[config.mk]
export PLATFORM = sky130hd
export DESIGN_NAME = ext_mem_release
export DESIGN_NICKNAME = d
export VERILOG_FILES = /design/src/logic/ext_mem_release_pkg.sv /design/src/logic/ext_mem_release.sv
export SDC_FILE = /design/constraint.sdc
export NUM_CORES = 1
export LEC_CHECK = 0
export BUFFER_PORTS_ARGS = -buffer_cell sky130_fd_sc_hd__buf_2
export CORE_AREA = 5 5 171 173
export CTS_BUF_LIST = sky130_fd_sc_hd__clkbuf_4 sky130_fd_sc_hd__clkbuf_8
export DETAILED_ROUTE_END_ITERATION = 6
export DIE_AREA = 0 0 176 178
export SETUP_SLACK_MARGIN = 0.3
export SYNTH_ARGS = -nofsm -noshare
export SYNTH_HDL_FRONTEND = slang
export SYNTH_SLANG_ARGS = --single-unit
[constraint.sdc]
create_clock -name core_clk -period 4.25 [get_ports core_clk]
set_input_delay 0.425 -clock core_clk [delete_from_list [all_inputs] [get_ports core_clk]]
set_output_delay 0.425 -clock core_clk [all_outputs]
set_load 0.05 [all_outputs]
[src/logic/ext_mem_release_pkg.sv]
/*
  Constants for the external memory bus-release and direct-transfer block:
  register map, field positions, reset values and interface-period counts.
  Assumes a single core clock; every interface period is an enable pulse.
*/
package ext_mem_release_pkg;
  // Register byte offsets
  localparam logic [7:0] CTRL_OFFS     = 8'h00;
  localparam logic [7:0] LAT_OFFS      = 8'h04;
  localparam logic [7:0] STAT_OFFS     = 8'h08;
  // Control register fields
  localparam int DEFER_BIT  = 0;
  localparam int CLKSEL_LSB = 1;
  localparam int FLOAT_LSB  = 3;
  // Latency register fields
  localparam int RDLAT_LSB  = 0;
  localparam int WRLAT_LSB  = 2;
  // Status register fields
  localparam int GRANT_BIT  = 0;
  localparam int FLOAT_BIT  = 1;
  localparam int BUSY_BIT   = 2;
  // Reset values
  localparam logic [7:0] CTRL_RST = 8'h00;
  localparam logic [3:0] LAT_RST  = 4'h0;
  // Interface clock sources
  localparam logic [1:0] CLKSEL_EXT  = 2'h0;
  localparam logic [1:0] CLKSEL_DIV4 = 2'h1;
  localparam logic [1:0] CLKSEL_DIV6 = 2'h2;
  localparam logic [2:0] DIV4_CNT    = 3'h4;
  localparam logic [2:0] DIV6_CNT    = 3'h6;
  // Release handshake times, in interface periods
  localparam logic [2:0] FLOAT_MIN_E  = 3'h2;
  localparam logic [2:0] RESUME_MIN_E = 3'h2;
  localparam logic [2:0] RESUME_MAX_E = 3'h7;
  localparam logic [2:0] GRANT_MAX_E  = 3'h2;
  // AXI responses
  localparam logic [1:0] RESP_OKAY   = 2'h0;
  localparam logic [1:0] RESP_SLVERR = 2'h2;
endpackage

[src/logic/ext_mem_release.sv]
/*
  External memory pin sequencer with bus release handshake and the
  peripheral-direct-transfer strobe, registers over AXI4-Lite.
  Assumes all inputs synchronous to core_clk except the release request.
*/
// Operation
// - SDRAM accesses drive shared strobes as column, write enable, row strobe
// - Transfer strobe asserts only for direct-transfer mode accesses
// - Direct-transfer reads never capture the external data bus
// - Direct-transfer writes leave the data bus undriven
// - Read latency field delays the strobe 0 to 3 cycles
// - Write latency field delays the strobe 0 to 3 cycles
// - Bus floats no sooner than two periods after request falls
// - Grant falls within two periods of the bus floating
// - Bus re-driven two to seven periods after request rises
// - Grant rises within two periods of the bus being driven
// - Floating memory clock follows the same float and re-drive timing
// - Delays counted in selected interface clock periods: external, div4, div6
// - Per-output float bit: 0 keeps clock toggling, 1 floats it
// - Pending memory access completes before the bus is granted
// - With no access in flight, float and grant at minimum delay
// - Defer bit withholds the grant indefinitely
// - Floated set: enables, byte enables, data, address, strobes, clock enable, strobe
`timescale 1ns/1ps
module ext_mem_release #(
  parameter int NCLK = 2
) (
  // Clock and reset
  input  wire logic              core_clk,
  input  wire logic              rst,
  // AXI4-Lite slave
  input  wire logic [7:0]        s_axi_awaddr,
  input  wire logic              s_axi_awvalid,
  output logic                   s_axi_awready,
  input  wire logic [31:0]       s_axi_wdata,
  input  wire logic [3:0]        s_axi_wstrb,
  input  wire logic              s_axi_wvalid,
  output logic                   s_axi_wready,
  output logic [1:0]             s_axi_bresp,
  output logic                   s_axi_bvalid,
  input  wire logic              s_axi_bready,
  input  wire logic [7:0]        s_axi_araddr,
  input  wire logic              s_axi_arvalid,
  output logic                   s_axi_arready,
  output logic [31:0]            s_axi_rdata,
  output logic [1:0]             s_axi_rresp,
  output logic                   s_axi_rvalid,
  input  wire logic              s_axi_rready,
  // Access requests from the memory controller core
  input  wire logic              accReq,
  output logic                   accReady,
  input  wire logic              accWrite,
  input  wire logic              accDirect,
  input  wire logic [2:0]        accCmd,
  input  wire logic [3:0]        accChipSel,
  input  wire logic [7:0]        accByteEn,
  input  wire logic [22:3]       accAddr,
  input  wire logic [63:0]       accWdata,
  input  wire logic              accCke,
  output logic                   accBusy,
  output logic [63:0]            accRdata,
  output logic                   accRvalid,
  // Interface clock input
  input  wire logic              interface_clock_input,
  // Bus release handshake
  input  wire logic              busReleaseReq_n,
  output logic                   bus_release_grant_n,
  // External memory pins
  output logic [3:0]             chip_enable_n,
  output logic [7:0]             byte_enable_n,
  output logic [22:3]            ext_address_bus,
  output logic [63:0]            ext_data_bus_out,
  output logic                   ext_data_bus_oe,
  input  wire logic [63:0]       ext_data_bus_in,
  output logic                   sdram_column_strobe_n,
  output logic                   sdram_write_enable_n,
  output logic                   sdram_row_strobe_n,
  output logic                   sdram_clock_enable,
  output logic                   extra_output_enable_n,
  output logic                   direct_xfer_strobe_n,
  output logic                   busOe,
  output logic [NCLK-1:0]        memory_clock_out,
  output logic [NCLK-1:0]        memory_clock_oe
);
  typedef enum logic [2:0] {A_IDLE, A_CMD, A_DATA, A_LAT, A_DONE} acc_st_t;
  typedef enum logic [2:0] {H_RUN, H_WAIT, H_FLOAT, H_HELD, H_RESUME, H_UNGRANT} hold_st_t;

  // Register file
  logic [7:0]  ctrl_ff, nxt_ctrl;
  logic [3:0]  lat_ff, nxt_lat;
  logic        bvalid_ff, nxt_bvalid;
  logic [1:0]  bresp_ff, nxt_bresp;
  logic        rvalid_ff, nxt_rvalid;
  logic [1:0]  rresp_ff, nxt_rresp;
  logic [31:0] rdata_ff, nxt_rdata;
  logic        wrTake;
  logic        deferBit;
  logic [1:0]  clkSel;

  assign deferBit = ctrl_ff[ext_mem_release_pkg::DEFER_BIT];
  assign clkSel   = ctrl_ff[ext_mem_release_pkg::CLKSEL_LSB +: 2];
  // Address and data taken together; one write outstanding at a time
  assign wrTake        = s_axi_awvalid && s_axi_wvalid && !bvalid_ff;
  assign s_axi_awready = wrTake;
  assign s_axi_wready  = wrTake;
  assign s_axi_arready = !rvalid_ff;
  assign s_axi_bvalid  = bvalid_ff;
  assign s_axi_bresp   = bresp_ff;
  assign s_axi_rvalid  = rvalid_ff;
  assign s_axi_rresp   = rresp_ff;
  assign s_axi_rdata   = rdata_ff;

  // Interface clock enable
  logic [2:0] divCnt_ff, nxt_divCnt;
  logic       extClk_ff, nxt_extClk;
  logic       ifTick;

  // Release request synchroniser and hold state
  logic       reqMeta_ff, reqSync_ff;
  logic       reqLow;
  hold_st_t   holdSt_ff, nxt_holdSt;
  logic [2:0] holdCnt_ff, nxt_holdCnt;
  logic       floated_ff, nxt_floated;
  logic       grantN_ff, nxt_grantN;

  // Access sequencer
  acc_st_t     accSt_ff, nxt_accSt;
  logic [1:0]  latCnt_ff, nxt_latCnt;
  logic        curWrite_ff, nxt_curWrite;
  logic        curDirect_ff, nxt_curDirect;
  logic [63:0] curWdata_ff, nxt_curWdata;
  logic [2:0]  strobes_ff, nxt_strobes;
  logic [3:0]  ce_ff, nxt_ce;
  logic [7:0]  be_ff, nxt_be;
  logic [22:3] addr_ff, nxt_addr;
  logic        cke_ff, nxt_cke;
  logic        dataOe_ff, nxt_dataOe;
  logic        xferN_ff, nxt_xferN;
  logic [63:0] rdCap_ff, nxt_rdCap;
  logic        rdValid_ff, nxt_rdValid;
  logic        memClk_ff, nxt_memClk;
  logic [1:0]  selLat;

  assign reqLow = !reqSync_ff;
  assign selLat = accWrite ? lat_ff[ext_mem_release_pkg::WRLAT_LSB +: 2]
                           : lat_ff[ext_mem_release_pkg::RDLAT_LSB +: 2];

  always_comb begin
    nxt_ctrl   = ctrl_ff;
    nxt_lat    = lat_ff;
    nxt_bvalid = bvalid_ff && !s_axi_bready;
    nxt_bresp  = bresp_ff;
    nxt_rvalid = rvalid_ff && !s_axi_rready;
    nxt_rresp  = rresp_ff;
    nxt_rdata  = rdata_ff;
    if (wrTake) begin
      nxt_bvalid = 1'b1;
      nxt_bresp  = ext_mem_release_pkg::RESP_OKAY;
      if (s_axi_awaddr == ext_mem_release_pkg::CTRL_OFFS) begin
        if (s_axi_wstrb[0]) nxt_ctrl = s_axi_wdata[7:0];
      end else if (s_axi_awaddr == ext_mem_release_pkg::LAT_OFFS) begin
        if (s_axi_wstrb[0]) nxt_lat = s_axi_wdata[3:0];
      end else if (s_axi_awaddr != ext_mem_release_pkg::STAT_OFFS) begin
        nxt_bresp = ext_mem_release_pkg::RESP_SLVERR;
      end
    end
    if (s_axi_arvalid && !rvalid_ff) begin
      nxt_rvalid = 1'b1;
      nxt_rresp  = ext_mem_release_pkg::RESP_OKAY;
      nxt_rdata  = 32'h0000_0000;
      unique case (s_axi_araddr)
        ext_mem_release_pkg::CTRL_OFFS: nxt_rdata[7:0] = ctrl_ff;
        ext_mem_release_pkg::LAT_OFFS:  nxt_rdata[3:0] = lat_ff;
        ext_mem_release_pkg::STAT_OFFS: begin
          nxt_rdata[ext_mem_release_pkg::GRANT_BIT] = !grantN_ff;
          nxt_rdata[ext_mem_release_pkg::FLOAT_BIT] = floated_ff;
          nxt_rdata[ext_mem_release_pkg::BUSY_BIT]  = accSt_ff != A_IDLE;
        end
        default: nxt_rresp = ext_mem_release_pkg::RESP_SLVERR;
      endcase
    end
  end

  always_ff @(posedge core_clk) begin
    if (rst) begin
      ctrl_ff   <= ext_mem_release_pkg::CTRL_RST;
      lat_ff    <= ext_mem_release_pkg::LAT_RST;
      bvalid_ff <= 1'b0;
      bresp_ff  <= 2'h0;
      rvalid_ff <= 1'b0;
      rresp_ff  <= 2'h0;
      rdata_ff  <= 32'h0000_0000;
    end else begin
      ctrl_ff   <= nxt_ctrl;
      lat_ff    <= nxt_lat;
      bvalid_ff <= nxt_bvalid;
      bresp_ff  <= nxt_bresp;
      rvalid_ff <= nxt_rvalid;
      rresp_ff  <= nxt_rresp;
      rdata_ff  <= nxt_rdata;
    end
  end

  always_comb begin
    nxt_extClk = interface_clock_input;
    nxt_divCnt = divCnt_ff + 3'h1;
    ifTick     = 1'b0;
    unique case (clkSel)
      ext_mem_release_pkg::CLKSEL_DIV4: ifTick = divCnt_ff == ext_mem_release_pkg::DIV4_CNT - 3'h1;
      ext_mem_release_pkg::CLKSEL_DIV6: ifTick = divCnt_ff == ext_mem_release_pkg::DIV6_CNT - 3'h1;
      default:                          ifTick = interface_clock_input && !extClk_ff;
    endcase
    if (ifTick) nxt_divCnt = 3'h0;
  end

  always_ff @(posedge core_clk) begin
    if (rst) begin
      divCnt_ff <= 3'h0;
      extClk_ff <= 1'b0;
    end else begin
      divCnt_ff <= nxt_divCnt;
      extClk_ff <= nxt_extClk;
    end
  end

  always_ff @(posedge core_clk) begin
    if (rst) begin
      reqMeta_ff <= 1'b1;
      reqSync_ff <= 1'b1;
    end else begin
      reqMeta_ff <= busReleaseReq_n;
      reqSync_ff <= reqMeta_ff;
    end
  end

  always_comb begin
    nxt_holdSt  = holdSt_ff;
    nxt_holdCnt = holdCnt_ff;
    nxt_floated = floated_ff;
    nxt_grantN  = grantN_ff;
    unique case (holdSt_ff)
      H_RUN: begin
        if (reqLow && !deferBit) begin
          nxt_holdSt  = H_WAIT;
          nxt_holdCnt = 3'h0;
        end
      end
      H_WAIT: begin
        if (!reqLow) begin
          nxt_holdSt = H_RUN;
        end else if (ifTick) begin
          if (holdCnt_ff < ext_mem_release_pkg::FLOAT_MIN_E) begin
            nxt_holdCnt = holdCnt_ff + 3'h1;
          end else if (accSt_ff == A_IDLE && !deferBit) begin
            nxt_floated = 1'b1;
            nxt_holdSt  = H_FLOAT;
          end
        end
      end
      H_FLOAT: begin
        if (ifTick) begin
          nxt_grantN = 1'b0;
          nxt_holdSt = H_HELD;
        end
      end
      H_HELD: begin
        if (!reqLow) begin
          nxt_holdSt  = H_RESUME;
          nxt_holdCnt = 3'h0;
        end
      end
      H_RESUME: begin
        if (ifTick) begin
          if (holdCnt_ff < ext_mem_release_pkg::RESUME_MIN_E) begin
            nxt_holdCnt = holdCnt_ff + 3'h1;
          end else begin
            nxt_floated = 1'b0;
            nxt_holdSt  = H_UNGRANT;
          end
        end
      end
      H_UNGRANT: begin
        if (ifTick) begin
          nxt_grantN = 1'b1;
          nxt_holdSt = H_RUN;
        end
      end
      default: nxt_holdSt = H_RUN;
    endcase
  end

  always_ff @(posedge core_clk) begin
    if (rst) begin
      holdSt_ff  <= H_RUN;
      holdCnt_ff <= 3'h0;
      floated_ff <= 1'b0;
      grantN_ff  <= 1'b1;
    end else begin
      holdSt_ff  <= nxt_holdSt;
      holdCnt_ff <= nxt_holdCnt;
      floated_ff <= nxt_floated;
      grantN_ff  <= nxt_grantN;
    end
  end

  // New accesses refused once a release is requested
  assign accReady = accSt_ff == A_IDLE && ifTick && holdSt_ff == H_RUN && !reqLow;
  assign accBusy  = accSt_ff != A_IDLE;

  always_comb begin
    nxt_accSt     = accSt_ff;
    nxt_latCnt    = latCnt_ff;
    nxt_curWrite  = curWrite_ff;
    nxt_curDirect = curDirect_ff;
    nxt_curWdata  = curWdata_ff;
    nxt_strobes   = strobes_ff;
    nxt_ce        = ce_ff;
    nxt_be        = be_ff;
    nxt_addr      = addr_ff;
    nxt_cke       = cke_ff;
    nxt_dataOe    = dataOe_ff;
    nxt_xferN     = xferN_ff;
    nxt_rdCap     = rdCap_ff;
    nxt_rdValid   = 1'b0;
    nxt_memClk    = ifTick ? !memClk_ff : memClk_ff;
    if (ifTick) begin
      unique case (accSt_ff)
        A_IDLE: begin
          if (accReq && accReady) begin
            nxt_accSt     = A_CMD;
            nxt_curWrite  = accWrite;
            nxt_curDirect = accDirect;
            nxt_curWdata  = accWdata;
            nxt_latCnt    = selLat;
            // command on column, write, row strobes
            nxt_strobes   = ~accCmd;
            nxt_ce        = ~accChipSel;
            nxt_be        = ~accByteEn;
            nxt_addr      = accAddr;
            nxt_cke       = accCke;
          end
        end
        A_CMD: begin
          nxt_strobes = 3'h7;
          nxt_accSt   = A_DATA;
          nxt_dataOe  = curWrite_ff && !curDirect_ff;
          nxt_xferN   = !(curDirect_ff && latCnt_ff == 2'h0);
        end
        A_DATA: begin
          nxt_dataOe = 1'b0;
          nxt_ce     = 4'hf;
          nxt_be     = 8'hff;
          if (!curWrite_ff && !curDirect_ff) begin
            nxt_rdCap   = ext_data_bus_in;
            nxt_rdValid = 1'b1;
          end
          nxt_xferN = !(curDirect_ff && latCnt_ff == 2'h1);
          nxt_accSt = (curDirect_ff && latCnt_ff > 2'h1) ? A_LAT : A_DONE;
          if (latCnt_ff != 2'h0) nxt_latCnt = latCnt_ff - 2'h1;
        end
        A_LAT: begin
          nxt_xferN = !(latCnt_ff == 2'h1);
          nxt_latCnt = latCnt_ff - 2'h1;
          if (latCnt_ff == 2'h1) nxt_accSt = A_DONE;
        end
        A_DONE: begin
          nxt_xferN = 1'b1;
          nxt_accSt = A_IDLE;
        end
        default: nxt_accSt = A_IDLE;
      endcase
    end
  end

  always_ff @(posedge core_clk) begin
    if (rst) begin
      accSt_ff     <= A_IDLE;
      latCnt_ff    <= 2'h0;
      curWrite_ff  <= 1'b0;
      curDirect_ff <= 1'b0;
      curWdata_ff  <= 64'h0;
      strobes_ff   <= 3'h7;
      ce_ff        <= 4'hf;
      be_ff        <= 8'hff;
      addr_ff      <= 20'h0;
      cke_ff       <= 1'b1;
      dataOe_ff    <= 1'b0;
      xferN_ff     <= 1'b1;
      rdCap_ff     <= 64'h0;
      rdValid_ff   <= 1'b0;
      memClk_ff    <= 1'b0;
    end else begin
      accSt_ff     <= nxt_accSt;
      latCnt_ff    <= nxt_latCnt;
      curWrite_ff  <= nxt_curWrite;
      curDirect_ff <= nxt_curDirect;
      curWdata_ff  <= nxt_curWdata;
      strobes_ff   <= nxt_strobes;
      ce_ff        <= nxt_ce;
      be_ff        <= nxt_be;
      addr_ff      <= nxt_addr;
      cke_ff       <= nxt_cke;
      dataOe_ff    <= nxt_dataOe;
      xferN_ff     <= nxt_xferN;
      rdCap_ff     <= nxt_rdCap;
      rdValid_ff   <= nxt_rdValid;
      memClk_ff    <= nxt_memClk;
    end
  end

  // pin group shares busOe; data bus and memory clocks add their own enables
  assign busOe                 = !floated_ff;
  assign chip_enable_n         = ce_ff;
  assign byte_enable_n         = be_ff;
  assign ext_address_bus       = addr_ff;
  assign ext_data_bus_out      = curWdata_ff;
  assign ext_data_bus_oe       = dataOe_ff && !floated_ff;
  assign sdram_column_strobe_n = strobes_ff[2];
  assign sdram_write_enable_n  = strobes_ff[1];
  assign sdram_row_strobe_n    = strobes_ff[0];
  assign sdram_clock_enable    = cke_ff;
  assign extra_output_enable_n = 1'b1;
  assign direct_xfer_strobe_n  = xferN_ff;
  assign bus_release_grant_n   = grantN_ff;
  assign accRdata              = rdCap_ff;
  assign accRvalid             = rdValid_ff;

  for (genvar i = 0; i < NCLK; i++) begin : g_clk
    assign memory_clock_out[i] = memClk_ff;
    assign memory_clock_oe[i]  = !(floated_ff && ctrl_ff[ext_mem_release_pkg::FLOAT_LSB + i]);
  end

  // Helper: interface periods since request edge
  logic [3:0] lowTicks_ff, highTicks_ff;
  always_ff @(posedge core_clk) begin
    if (rst || !reqLow) lowTicks_ff <= 4'h0;
    else if (ifTick && lowTicks_ff != 4'hf) lowTicks_ff <= lowTicks_ff + 4'h1;
    if (rst || reqLow) highTicks_ff <= 4'h0;
    else if (ifTick && highTicks_ff != 4'hf) highTicks_ff <= highTicks_ff + 4'h1;
  end

  property p_float_min;
    @(posedge core_clk) disable iff (rst) $fell(busOe) |-> lowTicks_ff >= 4'h2;
  endproperty
  a_float_min: assert property (p_float_min) else $error("bus floated too early");
  property p_grant_after_float;
    @(posedge core_clk) disable iff (rst) $fell(bus_release_grant_n) |-> !busOe;
  endproperty
  a_grant_after_float: assert property (p_grant_after_float) else $error("grant before float");
  property p_resume_window;
    @(posedge core_clk) disable iff (rst)
      $rose(busOe) |-> highTicks_ff >= 4'h2 && highTicks_ff <= 4'h7;
  endproperty
  a_resume_window: assert property (p_resume_window) else $error("re-drive outside window");
  property p_ungrant_after_drive;
    @(posedge core_clk) disable iff (rst) $rose(bus_release_grant_n) |-> busOe;
  endproperty
  a_ungrant_after_drive: assert property (p_ungrant_after_drive) else $error("grant early");
  property p_idle_when_floated;
    @(posedge core_clk) disable iff (rst) !busOe |-> accSt_ff == A_IDLE;
  endproperty
  a_idle_when_floated: assert property (p_idle_when_floated) else $error("access in float");
  property p_defer;
    @(posedge core_clk) disable iff (rst) $fell(busOe) |-> !$past(deferBit);
  endproperty
  a_defer: assert property (p_defer) else $error("released while deferred");
  property p_strobe_direct;
    @(posedge core_clk) disable iff (rst) !direct_xfer_strobe_n |-> curDirect_ff;
  endproperty
  a_strobe_direct: assert property (p_strobe_direct) else $error("strobe on normal access");
  property p_no_capture;
    @(posedge core_clk) disable iff (rst) accRvalid |-> !curDirect_ff && !curWrite_ff;
  endproperty
  a_no_capture: assert property (p_no_capture) else $error("direct read captured");
  property p_hiz_direct;
    @(posedge core_clk) disable iff (rst) ext_data_bus_oe |-> !curDirect_ff;
  endproperty
  a_hiz_direct: assert property (p_hiz_direct) else $error("direct write drove data");
  property p_held;
    @(posedge core_clk) disable iff (rst)
      (holdSt_ff == H_HELD && reqLow) |=> !busOe && !bus_release_grant_n;
  endproperty
  a_held: assert property (p_held) else $error("release dropped early");

  c_grant: cover property (@(posedge core_clk) $fell(bus_release_grant_n));
  c_direct_strobe: cover property (@(posedge core_clk) $fell(direct_xfer_strobe_n));
  c_resume: cover property (@(posedge core_clk) $rose(bus_release_grant_n));
  c_clk_float: cover property (@(posedge core_clk) memory_clock_oe != '1);
endmodule // ext_mem_release

==> qor.yml <==
status: "finished, final reports clean"
grt_pass1_vias: 7214
ys_ff_latch: 213
wl_per_cell_um: 15.6
htree_levels: 2
core_area_sq_um: 27500
antenna_found_initial: 4
final.period_utilization: 0.743
yosys.area.top_type: "dfxtp_1"
clock-sinks: 213
rsz0062_at_grt: "no"
worst_pin_slew_ns: 1.14
skew_ns: 0.0126
power_density_nw_per_um2: 453
drive_gt1_frac: 0.377
grt_pass1_wl_um: 37800
crit_fanout: 12
synth_most_common_cell: "dfxtp_1"
ant_nets: 0
setup_viol: 0
grt_max_degree: 81
postSynth.asyncResetShare: 0
place_congestion: 0.755
synth_ff_type: "dfxtp_1"
critPathCaptureType: "output port"
fin_tns_setup_ns: 0
hpwl_um: 18600
syn_inst: 857
via_count: 7262
slew_headroom: 0.241
power_leakage_nw: 5.09
port_buffers: 390
syn_to_final_growth_pct: 32.0
vias_per_cell: 4.54
die_h_um: 178
clock-root-buffer: "clkbuf_8"
multi_input_area_sq_um: 3780
dr.pass1.iters: 4
synth_area_leaders: "dfxtp_1, mux2i_1, nor2_1"
postCtsSetupBuffers: 0
netlist_area_sq_um: 8600
cpPeakStageDelay_ns: 0.49
hold_viol_final: 0
antennaDiodeCount: 0
yosysSeqAreaShare: 0.496
synth_common_cells: "dfxtp_1, nor2_1, mux2i_1"
fp.dieW_um: 176
fillCellCount: 2743
cts_hold_buf: 0
path_cells: "inv_1 -> ha_1 -> nand3b_1 -> and2_1 -> nor3b_1 -> buf_2"
grt-ovfl-total: 0
crit_arrival_ns: 2.73
clk_transition_reported_paths_ns: 0.06
cts_tree: "built"
ctsResizeCount: 0
drc: 0
hold_slack_ns: 0.0773
dp_slack_ns: 1.39
routed_wirelength_um: 25000
drt_iter0_drc: 254
slowest_stage: "and2_1"
synth_top_area_share: 0.496
fmax_mhz: 317
num_rows: 61
drv_cap: 0
slew_viol_final: 0
syn_area_per_cell_sq_um: 10.0
grtUsageTotal: 0.148
hp-class: "primary input to flop"
start_util: 0.313
ir_drop_uv: 257
seq_area_sq_um: 4260
fin_ws_ns: 1.09
numCtsBuffers: 38
ys_types: 60
yosysWarnings: 0
fin_nets: 1463
fin_crit_ns: 3.16
io_pins: 445
clk_latency_ns: 0.52
required_ns: 3.83
synth_edf_count: 0
critPathLaunchType: "flop"
ctsLongestPathBuffers: 3
path_class: "flop to output port"
die-area_sq_um: 31300
## flip-flops by register name (all words and copies together) (netlist names), 2 cells and up
signal / count
ext_address_bus: 20
s_axi_rdata: 8
latCnt_ff: 2
accSt_ff: 3
lat_ff: 4
ctrl_ff: 8
accRdata: 64
chip_enable_n: 4
divCnt_ff: 3
ext_data_bus_out: 64
strobes_ff: 3
holdCnt_ff: 3
holdSt_ff: 3
byte_enable_n: 8
## cell families after synthesis
| group | count (synthesis) | synth area share |
|---|---|---|
| AO/OA/AOI/OAI | 94 | 0.0774 |
| flip-flops | 213 | 0.496 |
| AND/OR/NAND/NOR | 269 | 0.139 |
| other | 2 | 0.000873 |
| adder cells (fa/ha/maj) | 5 | 0.00727 |
| buffers and inverters | 100 | 0.0781 |
| XOR/XNOR | 4 | 0.00407 |
| multiplexers | 170 | 0.198 |
## cells in the final DEF (no fill, tap or decap), drive strengths merged, types with 4 or more instances in the layout
cell and n:
buf 397, dfxtp 213, nor2 187, mux2i 168, clkbuf 59, conb 27, nor3 21, nand2 18
o21ai 18, a21oi 16, a31oi 15, inv 11, nor2b 7, a22oi 7, a211oi 7, nor4 6
nor3b 5, ha 5, nand3b 4, nand2b 4, xnor2 4
## stage by stage
step / total power, mW / instance area (sq um) / utilization / cells
2_1_floorplan: 2.93 / 8700 / - / 882
3_3_place_gp: 3.15 / 10500 / 0.384 / 1536
3_5_place_dp: 3.16 / 10500 / 0.384 / 1536
4_1_cts: 5.24 / 11400 / 0.413 / 1600
5_1_grt: 5.41 / 11400 / 0.413 / 1600
6_report: 5.15 / 11400 / 0.413 / 1600
## worst max-delay path: cells and delay by family (launching register included)
kind | cells | cell delay [ns]
fa+ha+maj | 1 | 0.31
flops | 1 | 0.34
simple gates | 3 | 1.19
buf+inv | 2 | 0.36
## cell type report
type | instances | share of cell area
sequential | 213 | 0.375
multi-input combinational | 569 | 0.333
timing repair buffer | 397 | 0.178
clock buffer | 59 | 0.0649
tap | 346 | 0.0381
clock inverter | 5 | 0.00683
inverter | 11 | 0.00364
## worst paths after layout
kind                            slack (ns)             endpoint  depth (start not counted)          from
worst max-delay path                  1.09             accReady                          6    ctrl_ff[1]
worst min-delay path                  0.08         s_axi_rvalid                          2  s_axi_rready
worst max register to register        1.41  ext_data_bus_out[6]                          7    ctrl_ff[1]
worst min register to register        0.41           reqSync_ff                          1    reqMeta_ff
## where the power goes
group | internal [mW] | total [mW] | switching [mW]
sequential | 2.09 | 2.16 | 0.0744
combinational | 0.297 | 0.943 | 0.646
clock | 1.22 | 2.04 | 0.826
## metal layers
metal  vias to the layer above  global-route usage  part of all wire  wire [um]
met2                       327               0.257              0.47      11800
li1                       3645                   -                 -          -
met3                        48              0.0630              0.11       2770
met4                         6              0.0461             0.022        548
met1                      3236               0.165              0.39       9770
met5                         -                   0            0.0016         41
(Power assumes the default switching activity.)
